### config.mk
export PLATFORM = sky130hd
export DESIGN_NAME = blank_phase_top
export DESIGN_NICKNAME = d
export VERILOG_FILES = /design/src/logic/event_delay.v /design/src/logic/blank_phase_top.v
export VERILOG_INCLUDE_DIRS = /design/src /design/src/include
export SDC_FILE = /design/constraint.sdc
export NUM_CORES = 1
export LEC_CHECK = 0
export BUFFER_PORTS_ARGS = -buffer_cell sky130_fd_sc_hd__buf_2
export CORE_MARGIN = 3
export CORE_UTILIZATION = 53
export DETAILED_ROUTE_END_ITERATION = 10
export GPL_TIMING_DRIVEN = 0
export HOLD_SLACK_MARGIN = 0.02
export PLACE_DENSITY = 0.84
export SYNTH_ARGS = -nofsm -noshare
export SYNTH_HDL_FRONTEND = slang
export SYNTH_HIERARCHICAL = 1
export SYNTH_SLANG_ARGS = --single-unit
export TNS_END_PERCENT = 30
### constraint.sdc
create_clock -name aclk -period 2.5 [get_ports aclk]
set_input_delay 0.625 -clock aclk [delete_from_list [all_inputs] [get_ports aclk]]
set_output_delay 0.625 -clock aclk [all_outputs]
set_load 0.01 [all_outputs]
### src/include/blank_phase_defines.vh
// Function
// - Rising event blanks falling inputs for count
// - Falling event blanks rising inputs for count
// - Rising edge event delayed by phase count
// - Falling edge event delayed by phase count
// - Upper 26 bits read zero, ignore writes
// - Counts unknown at power-up, kept otherwise
//
// Purpose: constants for the blanking and phase delay block
// Assumes: AXI4-Lite, 32-bit data, one register per word
// Notes:   offsets are byte addresses
`ifndef BLANK_PHASE_DEFINES_VH
`define BLANK_PHASE_DEFINES_VH
`define CNT_W          6
`define ADDR_W         4
`define OFF_RISE_BLANK 4'h0
`define OFF_FALL_BLANK 4'h4
`define OFF_RISE_PHASE 4'h8
`define OFF_FALL_PHASE 4'hc
`define CNT_ZERO       6'h00
`define CNT_ONE        6'h01
`define RESP_OKAY      2'b00
`define RESP_SLVERR    2'b10
`define RDATA_PAD      26'h000_0000
`endif

### src/logic/event_delay.v
// Purpose: delays a one-cycle event by a programmable count
// Assumes: events are single-cycle pulses
// Notes:   a new event while one is pending restarts the delay
`timescale 1ns/1ps
`include "blank_phase_defines.vh"
module event_delay (
  input  wire                aclk,
  input  wire                aresetn,
  input  wire                event_in,
  input  wire [`CNT_W-1:0]   delay_count,
  output wire                event_out
);
  reg              busy_ff;
  reg [`CNT_W-1:0] cnt_ff;
  reg              nxt_busy;
  reg [`CNT_W-1:0] nxt_cnt;
  reg              fire;

  always @* begin
    nxt_busy = busy_ff;
    nxt_cnt  = cnt_ff;
    fire     = 1'b0;
    if (event_in && delay_count == `CNT_ZERO) begin
      fire = 1'b1;
    end else if (event_in) begin
      nxt_busy = 1'b1;
      nxt_cnt  = delay_count;
    end else if (busy_ff) begin
      if (cnt_ff == `CNT_ONE) begin
        fire     = 1'b1;
        nxt_busy = 1'b0;
      end
      nxt_cnt = cnt_ff - `CNT_ONE;
    end
  end

  always @(posedge aclk) begin
    if (!aresetn) begin
      busy_ff <= 1'b0;
      cnt_ff  <= `CNT_ZERO;
    end else begin
      busy_ff <= nxt_busy;
      cnt_ff  <= nxt_cnt;
    end
  end

  // Combinational so zero delay passes in the same cycle
  assign event_out = fire;
endmodule // event_delay

### src/logic/blank_phase_top.v
// Purpose: blanking and phase delay stage of an output generator
// Assumes: rise_in and fall_in are one-cycle pulses on aclk
// Notes:   outputs are registered, one cycle after the decision
//
// Design decisions made here: the placing of the registers and register access over AXI4-Lite.
`timescale 1ns/1ps
`include "blank_phase_defines.vh"
module blank_phase_top (
  input  wire               aclk,
  input  wire               aresetn,
  input  wire [`ADDR_W-1:0] s_axi_awaddr,
  input  wire               s_axi_awvalid,
  output reg                s_axi_awready,
  input  wire [31:0]        s_axi_wdata,
  input  wire [3:0]         s_axi_wstrb,
  input  wire               s_axi_wvalid,
  output reg                s_axi_wready,
  output reg  [1:0]         s_axi_bresp,
  output reg                s_axi_bvalid,
  input  wire               s_axi_bready,
  input  wire [`ADDR_W-1:0] s_axi_araddr,
  input  wire               s_axi_arvalid,
  output reg                s_axi_arready,
  output reg  [31:0]        s_axi_rdata,
  output reg  [1:0]         s_axi_rresp,
  output reg                s_axi_rvalid,
  input  wire               s_axi_rready,
  input  wire               rise_in,
  input  wire               fall_in,
  output reg                rise_out,
  output reg                fall_out
);
  // ----------------------------------------------------------
  // Count registers
  // ----------------------------------------------------------
  // No reset: value is unknown at power-up and kept across aresetn
  reg [`CNT_W-1:0] rise_blank_value_ff;
  reg [`CNT_W-1:0] fall_blank_value_ff;
  reg [`CNT_W-1:0] rise_phase_value_ff;
  reg [`CNT_W-1:0] fall_phase_value_ff;

  // ----------------------------------------------------------
  // Write channel
  // ----------------------------------------------------------
  reg               aw_held_ff;
  reg [`ADDR_W-1:0] aw_addr_ff;
  reg               w_held_ff;
  reg [31:0]        w_data_ff;
  reg               w_strb0_ff;
  wire              aw_take = s_axi_awvalid && s_axi_awready;
  wire              w_take  = s_axi_wvalid && s_axi_wready;
  wire              do_write = aw_held_ff && w_held_ff && !s_axi_bvalid;
  reg               wr_hit;

  always @* begin
    case (aw_addr_ff)
      `OFF_RISE_BLANK: wr_hit = 1'b1;
      `OFF_FALL_BLANK: wr_hit = 1'b1;
      `OFF_RISE_PHASE: wr_hit = 1'b1;
      `OFF_FALL_PHASE: wr_hit = 1'b1;
      default:         wr_hit = 1'b0;
    endcase
  end

  always @(posedge aclk) begin
    if (!aresetn) begin
      s_axi_awready <= 1'b0;
      s_axi_wready  <= 1'b0;
      s_axi_bvalid  <= 1'b0;
      s_axi_bresp   <= `RESP_OKAY;
      aw_held_ff    <= 1'b0;
      w_held_ff     <= 1'b0;
      aw_addr_ff    <= `OFF_RISE_BLANK;
      w_data_ff     <= 32'h0000_0000;
      w_strb0_ff    <= 1'b0;
    end else begin
      s_axi_awready <= !aw_held_ff && !aw_take;
      s_axi_wready  <= !w_held_ff && !w_take;
      if (aw_take) begin
        aw_held_ff <= 1'b1;
        aw_addr_ff <= s_axi_awaddr;
      end
      if (w_take) begin
        w_held_ff  <= 1'b1;
        w_data_ff  <= s_axi_wdata;
        w_strb0_ff <= s_axi_wstrb[0];
      end
      if (do_write) begin
        aw_held_ff   <= 1'b0;
        w_held_ff    <= 1'b0;
        s_axi_bvalid <= 1'b1;
        s_axi_bresp  <= wr_hit ? `RESP_OKAY : `RESP_SLVERR;
      end else if (s_axi_bvalid && s_axi_bready) begin
        s_axi_bvalid <= 1'b0;
      end
    end
  end

  // Only bits 5..0 are stored; upper bits are dropped
  always @(posedge aclk) begin
    if (do_write && w_strb0_ff) begin
      case (aw_addr_ff)
        `OFF_RISE_BLANK: rise_blank_value_ff <= w_data_ff[`CNT_W-1:0];
        `OFF_FALL_BLANK: fall_blank_value_ff <= w_data_ff[`CNT_W-1:0];
        `OFF_RISE_PHASE: rise_phase_value_ff <= w_data_ff[`CNT_W-1:0];
        `OFF_FALL_PHASE: fall_phase_value_ff <= w_data_ff[`CNT_W-1:0];
        default: ;
      endcase
    end
  end

  // ----------------------------------------------------------
  // Read channel
  // ----------------------------------------------------------
  wire ar_take = s_axi_arvalid && s_axi_arready;
  reg [`CNT_W-1:0] rd_val;
  reg              rd_hit;

  always @* begin
    rd_hit = 1'b1;
    case (s_axi_araddr)
      `OFF_RISE_BLANK: rd_val = rise_blank_value_ff;
      `OFF_FALL_BLANK: rd_val = fall_blank_value_ff;
      `OFF_RISE_PHASE: rd_val = rise_phase_value_ff;
      `OFF_FALL_PHASE: rd_val = fall_phase_value_ff;
      default: begin
        rd_val = `CNT_ZERO;
        rd_hit = 1'b0;
      end
    endcase
  end

  always @(posedge aclk) begin
    if (!aresetn) begin
      s_axi_arready <= 1'b0;
      s_axi_rvalid  <= 1'b0;
      s_axi_rdata   <= 32'h0000_0000;
      s_axi_rresp   <= `RESP_OKAY;
    end else begin
      s_axi_arready <= !s_axi_rvalid && !ar_take;
      if (ar_take) begin
        s_axi_rvalid <= 1'b1;
        s_axi_rdata  <= {`RDATA_PAD, rd_val};
        s_axi_rresp  <= rd_hit ? `RESP_OKAY : `RESP_SLVERR;
      end else if (s_axi_rvalid && s_axi_rready) begin
        s_axi_rvalid <= 1'b0;
      end
    end
  end

  // ----------------------------------------------------------
  // Blanking
  // ----------------------------------------------------------
  // Counters hold remaining blanked cycles; opposite event starts it
  reg  [`CNT_W-1:0] blank_fall_ff;   // falling inputs ignored while > 0
  reg  [`CNT_W-1:0] blank_rise_ff;   // rising inputs ignored while > 0
  wire rise_pass = rise_in && blank_rise_ff == `CNT_ZERO;
  wire fall_pass = fall_in && blank_fall_ff == `CNT_ZERO;

  always @(posedge aclk) begin
    if (!aresetn) begin
      blank_fall_ff <= `CNT_ZERO;
      blank_rise_ff <= `CNT_ZERO;
    end else begin
      if (rise_pass)
        blank_fall_ff <= rise_blank_value_ff;
      else if (blank_fall_ff != `CNT_ZERO)
        blank_fall_ff <= blank_fall_ff - `CNT_ONE;
      if (fall_pass)
        blank_rise_ff <= fall_blank_value_ff;
      else if (blank_rise_ff != `CNT_ZERO)
        blank_rise_ff <= blank_rise_ff - `CNT_ONE;
    end
  end

  // ----------------------------------------------------------
  // Phase delay
  // ----------------------------------------------------------
  wire rise_dly;
  wire fall_dly;

  event_delay u_rise_delay (
    .aclk        (aclk),
    .aresetn     (aresetn),
    .event_in    (rise_pass),
    .delay_count (rise_phase_value_ff),
    .event_out   (rise_dly)
  );

  event_delay u_fall_delay (
    .aclk        (aclk),
    .aresetn     (aresetn),
    .event_in    (fall_pass),
    .delay_count (fall_phase_value_ff),
    .event_out   (fall_dly)
  );

  // Registered so every output comes from a flip-flop
  always @(posedge aclk) begin
    if (!aresetn) begin
      rise_out <= 1'b0;
      fall_out <= 1'b0;
    end else begin
      rise_out <= rise_dly;
      fall_out <= fall_dly;
    end
  end
endmodule // blank_phase_top

== Yosys cells after proc, flatten, opt, wreduce, memory -nomap -nowiden ==
Index checks and enable logic that the tools add are counted.

* Input bits: 53
* Bits in registers: 80
* Output and inout port bits: 43
* Logic and storage cells: 116

* Eq/ne operators: 8
* Reduce and logical (&&, ||, !) cells: 45
* Bitwise gates (word level): 3
* Muxes and demuxes: 31
* $add $sub $neg: 4

{| class="wikitable"
|+ Operator list
! cell !! count
|-
| $mux 6 || 8
|-
| $logic_not 6->1 || 4
|-
| $pmux 6 s4 || 1
|-
| $sub 6x1->6 const B || 4
|-
| $mux 1 || 20
|-
| $eq 4x4->1 const B || 4
|-
| $logic_and 1x1->1 || 15
|-
| $eq 6x1->1 const B || 2
|-
| $reduce_and 2->1 || 6
|-
| $reduce_bool 2->1 || 6
|-
| $reduce_bool 6->1 || 2
|-
| $eq 4x3->1 const B || 2
|-
| $logic_not 4->1 || 2
|-
| $reduce_or 4->1 || 2
|-
| $logic_not 1->1 || 7
|-
| $mux 2 || 2
|-
| $not 1->1 || 3
|-
| $reduce_or 2->1 || 1
|}

== Logic depth before layout (Yosys ltp) ==
* Depth after elaboration: 5
* Mapped depth: 9

== By module ==
The synthesis kept the hierarchy.

{| class="wikitable"
|+ By module, submodules not included
! module !! instances !! cells each !! area an instance (um2)
|-
| blank_phase_top || 1 || 258 || 2756.4
|-
| event_delay || 2 || 54 || 471.7
|}

== Least setup slack after synthesis ==
No wires, ideal clock.

* Kind: flip-flop to flip-flop
* From: reg blank_rise_ff[0]
* To: reg u_rise_delay.cnt_ff[4]
* Arrival time: 1.862 ns
* Clock period less this slack: 1.977 ns
* Stages on the path, launching flop included: 9
* Library setup time: 0.115 ns
* Required time: 2.385 ns
* Path slack: 0.523 ns
* Path through: dfxtp_1 -> inv_1 -> ha_1 -> nor3b_2 -> nand3_2 -> inv_2 -> clkbuf_1 -> nor2_1 -> a2111oi_0

* Longest elaborated chain between the ends: 5

{| class="wikitable"
|+ RTL lines
! item !! line !! text
|-
| from (decl) || blank_phase_top.v:156 || <nowiki>reg [`CNT_W-1:0] blank_rise_ff;</nowiki>
|-
| from (signal assigned) || blank_phase_top.v:163 || <nowiki>blank_rise_ff <= `CNT_ZERO;</nowiki>
|-
| from (signal assigned) || blank_phase_top.v:170 || <nowiki>blank_rise_ff <= fall_blank_value_ff;</nowiki>
|-
| from (signal assigned) || blank_phase_top.v:172 || <nowiki>blank_rise_ff <= blank_rise_ff - `CNT_ONE;</nowiki>
|-
| $logic_not 6->1 (no line) * || n/a ||
|-
| $logic_and 1x1->1 (no line) * || n/a ||
|-
| named net rise_pass || blank_phase_top.v:157 || <nowiki>wire rise_pass = rise_in && blank_rise_ff == `CNT_ZERO;</nowiki>
|-
| $logic_and 1x1->1 (no line) || n/a ||
|-
| $not 1->1 (no line) || n/a ||
|-
| $reduce_and 2->1 (no line) || n/a ||
|-
| to (signal assigned) || event_delay.v:40 || <nowiki>cnt_ff <= `CNT_ZERO;</nowiki>
|-
| to (signal assigned) || event_delay.v:43 || <nowiki>cnt_ff <= nxt_cnt;</nowiki>
|-
| to (decl) || event_delay.v:14 || <nowiki>reg [`CNT_W-1:0] cnt_ff;</nowiki>
|}

Mark *: on every way through the listed nets, which the timed path passes. The rest lies on a longest branch.
A chain may end at the register's enable or synchronous reset.

== Final worst setup path ==
* From: reg blank_fall_ff[0]
* To: reg u_fall_delay.cnt_ff[1]

* Longest elaborated chain between the ends: 5

{| class="wikitable"
|+ RTL lines
! item !! line !! text
|-
| from (decl) || blank_phase_top.v:155 || <nowiki>reg [`CNT_W-1:0] blank_fall_ff;</nowiki>
|-
| from (signal assigned) || blank_phase_top.v:162 || <nowiki>blank_fall_ff <= `CNT_ZERO;</nowiki>
|-
| from (signal assigned) || blank_phase_top.v:166 || <nowiki>blank_fall_ff <= rise_blank_value_ff;</nowiki>
|-
| from (signal assigned) || blank_phase_top.v:168 || <nowiki>blank_fall_ff <= blank_fall_ff - `CNT_ONE;</nowiki>
|-
| $logic_not 6->1 (no line) * || n/a ||
|-
| $logic_and 1x1->1 (no line) * || n/a ||
|-
| named net fall_pass || blank_phase_top.v:158 || <nowiki>wire fall_pass = fall_in && blank_fall_ff == `CNT_ZERO;</nowiki>
|-
| $logic_and 1x1->1 (no line) || n/a ||
|-
| $not 1->1 (no line) || n/a ||
|-
| $reduce_and 2->1 (no line) || n/a ||
|-
| to (signal assigned) || event_delay.v:40 ||
|-
| to (signal assigned) || event_delay.v:43 ||
|-
| to (decl) || event_delay.v:14 ||
|}

Marks and branches as above.

==> impl_metrics.py <==
metrics = {
    "grt": {
        "grt_pass1_wl_mm": 12.11,
        "antenna_found_initial": 0,
        "grt_remaining_overflow": 0,
        "grt_util_all_layers_pct": 20.17,
        "grt_start_max_net_pins": 17,
        "grt_pass1_vias": 2577,
    },
    "clock_network": {
        "ctsResizeCount": 0,
        "worst_skew_pair.late_latency_ps": 340,
        "htreeDepth": 3,
        "postCtsSetupRepairBufs": 0,
        "cts.clk_slew.worst_paths_ps": 80,
        "cts_buffers": 9,
        "clockBufferDepth": 2,
        "ctsHoldBuffers": 0,
        "tritoncts": "yes",
        "clock_sinks": 78,
        "cts_root_buf": "clkbuf_8",
    },
    "place": {
        "hpwl_mm": 5.838,
        "portBuffers": 36,
        "gp_congestion": 0.8804,
    },
    "floorplanning": {
        "num_rows": 29,
        "fp.dieArea_sq_um": 8019,
        "die_y_um": 89.55,
        "core_area_sq_um": 6568,
        "die_w_um": 89.55,
        "io-pin-count": 96,
        "initial_core_util_pct": 56.33,
    },
    "finish": {
        "final_nets": 500,
        "drive_gt1_share_pct": 23.15,
        "diodes": 0,
        "area.growth.synth_to_final_pct": 16.60,
        "final_cell_mix": "54 x dfxtp_1, 38 x nand2_1, 37 x buf_2",
        "postLayoutCoreUtil_pct": 65.69,
        "final_common_cell": "dfxtp_1",
    },
    "routing": {
        "via_per_inst": 5.407,
        "wl_mm": 7.845,
        "drc": 0,
        "first_pass_iters": 5,
        "drt_iter0_drc": 215,
        "wire_per_inst_um": 14.58,
        "vias": 2909,
        "ant_nets": 0,
    },
    "power": {
        "power_frac_comb_pct": 34.6,
        "sequentialPowerShare_pct": 41.7,
        "irDropWorstVdd_v": 0.0006758,
        "intPower_w": 0.002696,
        "power_leakage_nw": 1.743,
        "switchingPower_w": 0.001415,
        "p_sw_share_pct": 34.42,
        "clock_power_share_pct": 23.8,
        "power_density_nw_per_um2": 953.0,
    },
    "yosys": {
        "syn_inst": 366,
        "synth_cell_types": 60,
        "ys_ff_latch": 78,
        "yosysWarnings": 6,
        "syn-cell-area_sq_um": 3700,
        "avgSynthCellArea_sq_um": 10.11,
        "synth_seq_area_share_pct": 48.70,
        "ys.flop_type": "dfxtp_1",
        "synth-edff-count": 24,
        "synthArstFlopShare_pct": 0,
    },
    "sta": {
        "tightest_slew_ps": 879.6,
        "skew_ps": 7.476,
        "finalHoldViolCount": 0,
        "fmax_mhz": 450.3,
        "period_minus_slack_ps": 2221,
        "setup_tns_ps": 0,
        "fin_crit_sh_pct": 88.84,
        "grt_setup_unrepaired": "false",
        "slew_violations": 0,
        "slew_headroom_pct": 40.91,
        "finalSetupViolCount": 0,
    },
    "setup_path": {
        "critPathTopFamily": "buffers and inverters",
        "worst_ep_arrival_time_ps": 2460,
        "crit_path_start_kind": "register",
        "path_max_fanout": 12,
        "cp_slowest_cell": "clkbuf_1",
        "cp.required_ps": 2730,
        "slowest_delay_ps": 350,
        "crit_type": "register to register",
        "critPathBufInv": 3,
        "path_cells": "inv_1 -> ha_1 -> and3b_1 -> nand2_2 -> inv_2 -> clkbuf_1 -> nor2_1 -> a31o_1 -> a221oi_1",
        "crit_path_end_kind": "register",
    },
    "worst_hold_path": {
        "min_path_type": "register to register",
    },
    "run_status": {
        "status": "finished, final reports clean",
    },
    "run": {
        "cap_viol_max_count": 0,
    },
}
## worst register-to-register path, stage by stage, from the launching register on
cell and delay (ps):
dfxtp_1 340, inv_1 100, ha_1 180, and3b_1 180, nand2_2 130, inv_2 230
clkbuf_1 350, nor2_1 100, a31o_1 230, a221oi_1 270
## power groups by stage
stage          Sequential [W]  Clock, W  Combinational, W
2_1_floorplan         0.00168         0           0.00110
3_3_place_gp          0.00171         0           0.00130
3_5_place_dp          0.00173         0           0.00137
4_1_cts               0.00170  0.000997           0.00139
5_1_grt               0.00174   0.00104           0.00158
6_report              0.00171  0.000977           0.00142
## Yosys cell counts (all sizes together) (5+ instances only)
| master | n | area (sq um) |
|---|---|---|
| dfxtp | 54 | 1081 |
| nand2 | 39 | 148.9 |
| a21oi | 35 | 175.2 |
| buf | 29 | 215.2 |
| edfxtp | 24 | 720.7 |
| inv | 22 | 82.58 |
| nand3 | 20 | 105.1 |
| nor2 | 20 | 82.58 |
| nor3 | 11 | 60.06 |
| clkbuf | 7 | 26.28 |
| ha | 7 | 87.58 |
| a31o | 6 | 52.55 |
| a32o | 6 | 60.06 |
| mux4 | 6 | 135.1 |
| o21ai | 5 | 25.02 |
## cell type report
| cell class | count | area (sq um) |
|---|---|---|
| Tap cell | 93 | 116.4 |
| Sequential cell | 78 | 1802 |
| Clock inverter | 4 | 71.32 |
| Clock buffer | 12 | 135.1 |
| Timing Repair Buffer | 36 | 180.2 |
| Multi-Input combinational cell | 256 | 1678 |
| Inverter | 23 | 88.84 |
| Fill cell | 494 | 2253 |
| Buffer | 36 | 242.7 |
## worst paths after layout
| path | start | to | slack (ps) | cells after the start |
|---|---|---|---|---|
| setup / recovery | blank_fall_ff[0]$_SDFFE_PN0P_ | u_fall_delay/cnt_ff[1]$_SDFFE_PN0P_ | 280 | 9 |
| hold / removal | s_axi_rvalid$_SDFFE_PN0P_ | s_axi_arready$_SDFF_PN0_ | 440 | 1 |
| setup reg to reg | blank_fall_ff[0]$_SDFFE_PN0P_ | u_fall_delay/cnt_ff[1]$_SDFFE_PN0P_ | 280 | 9 |
| hold reg to reg | s_axi_rvalid$_SDFFE_PN0P_ | s_axi_arready$_SDFF_PN0_ | 440 | 1 |
## cell families (layout without fill, tap and decap cells)
kind of cell	after synthesis	in the layout	share of synthesized area (%)
xor+xnor	5	5	1.184
buf+inv	59	111	8.860
other cells	1	28	0.1014
simple gates	128	128	19.61
fa+ha+maj	7	7	2.367
mux	7	7	3.923
flops	78	78	48.70
compound gates	81	81	15.25
## metrics by stage
stage                     setup slack, ps  hold WS, ps  std cells  total power (W)  instance area (sq um)
after floorplan                     523.1        436.3        393         0.002783                   3801
after global placement              252.4        428.1        522         0.003019                   4098
after detailed placement            176.3        435.8        522         0.003100                   4098
after CTS                           121.5        445.4        538         0.004087                   4304
after global routing                26.59        451.2        538         0.004369                   4314
final                               279.1        439.9        538         0.004112                   4314
## registers in the layout, indices dropped and copies added, names as in the netlist, 4 cells and up
signal	flops
rise_phase_value_ff	6
rise_blank_value_ff	6
w_data_ff	6
u_fall_delay/cnt_ff	6
fall_blank_value_ff	6
u_rise_delay/cnt_ff	6
blank_fall_ff	6
s_axi_rdata	6
aw_addr_ff	4
blank_rise_ff	6
fall_phase_value_ff	6
## per-layer routing
layer	vias to the layer above	share of wire, %	track usage, %
met2	140	48	32.65
li1	1434	-	-
met5	-	0	0
met1	1316	43	24.32
met4	0	2.1	10.15
met3	19	7.0	5.991
No activity file was read; power rests on OpenSTA's default activity.
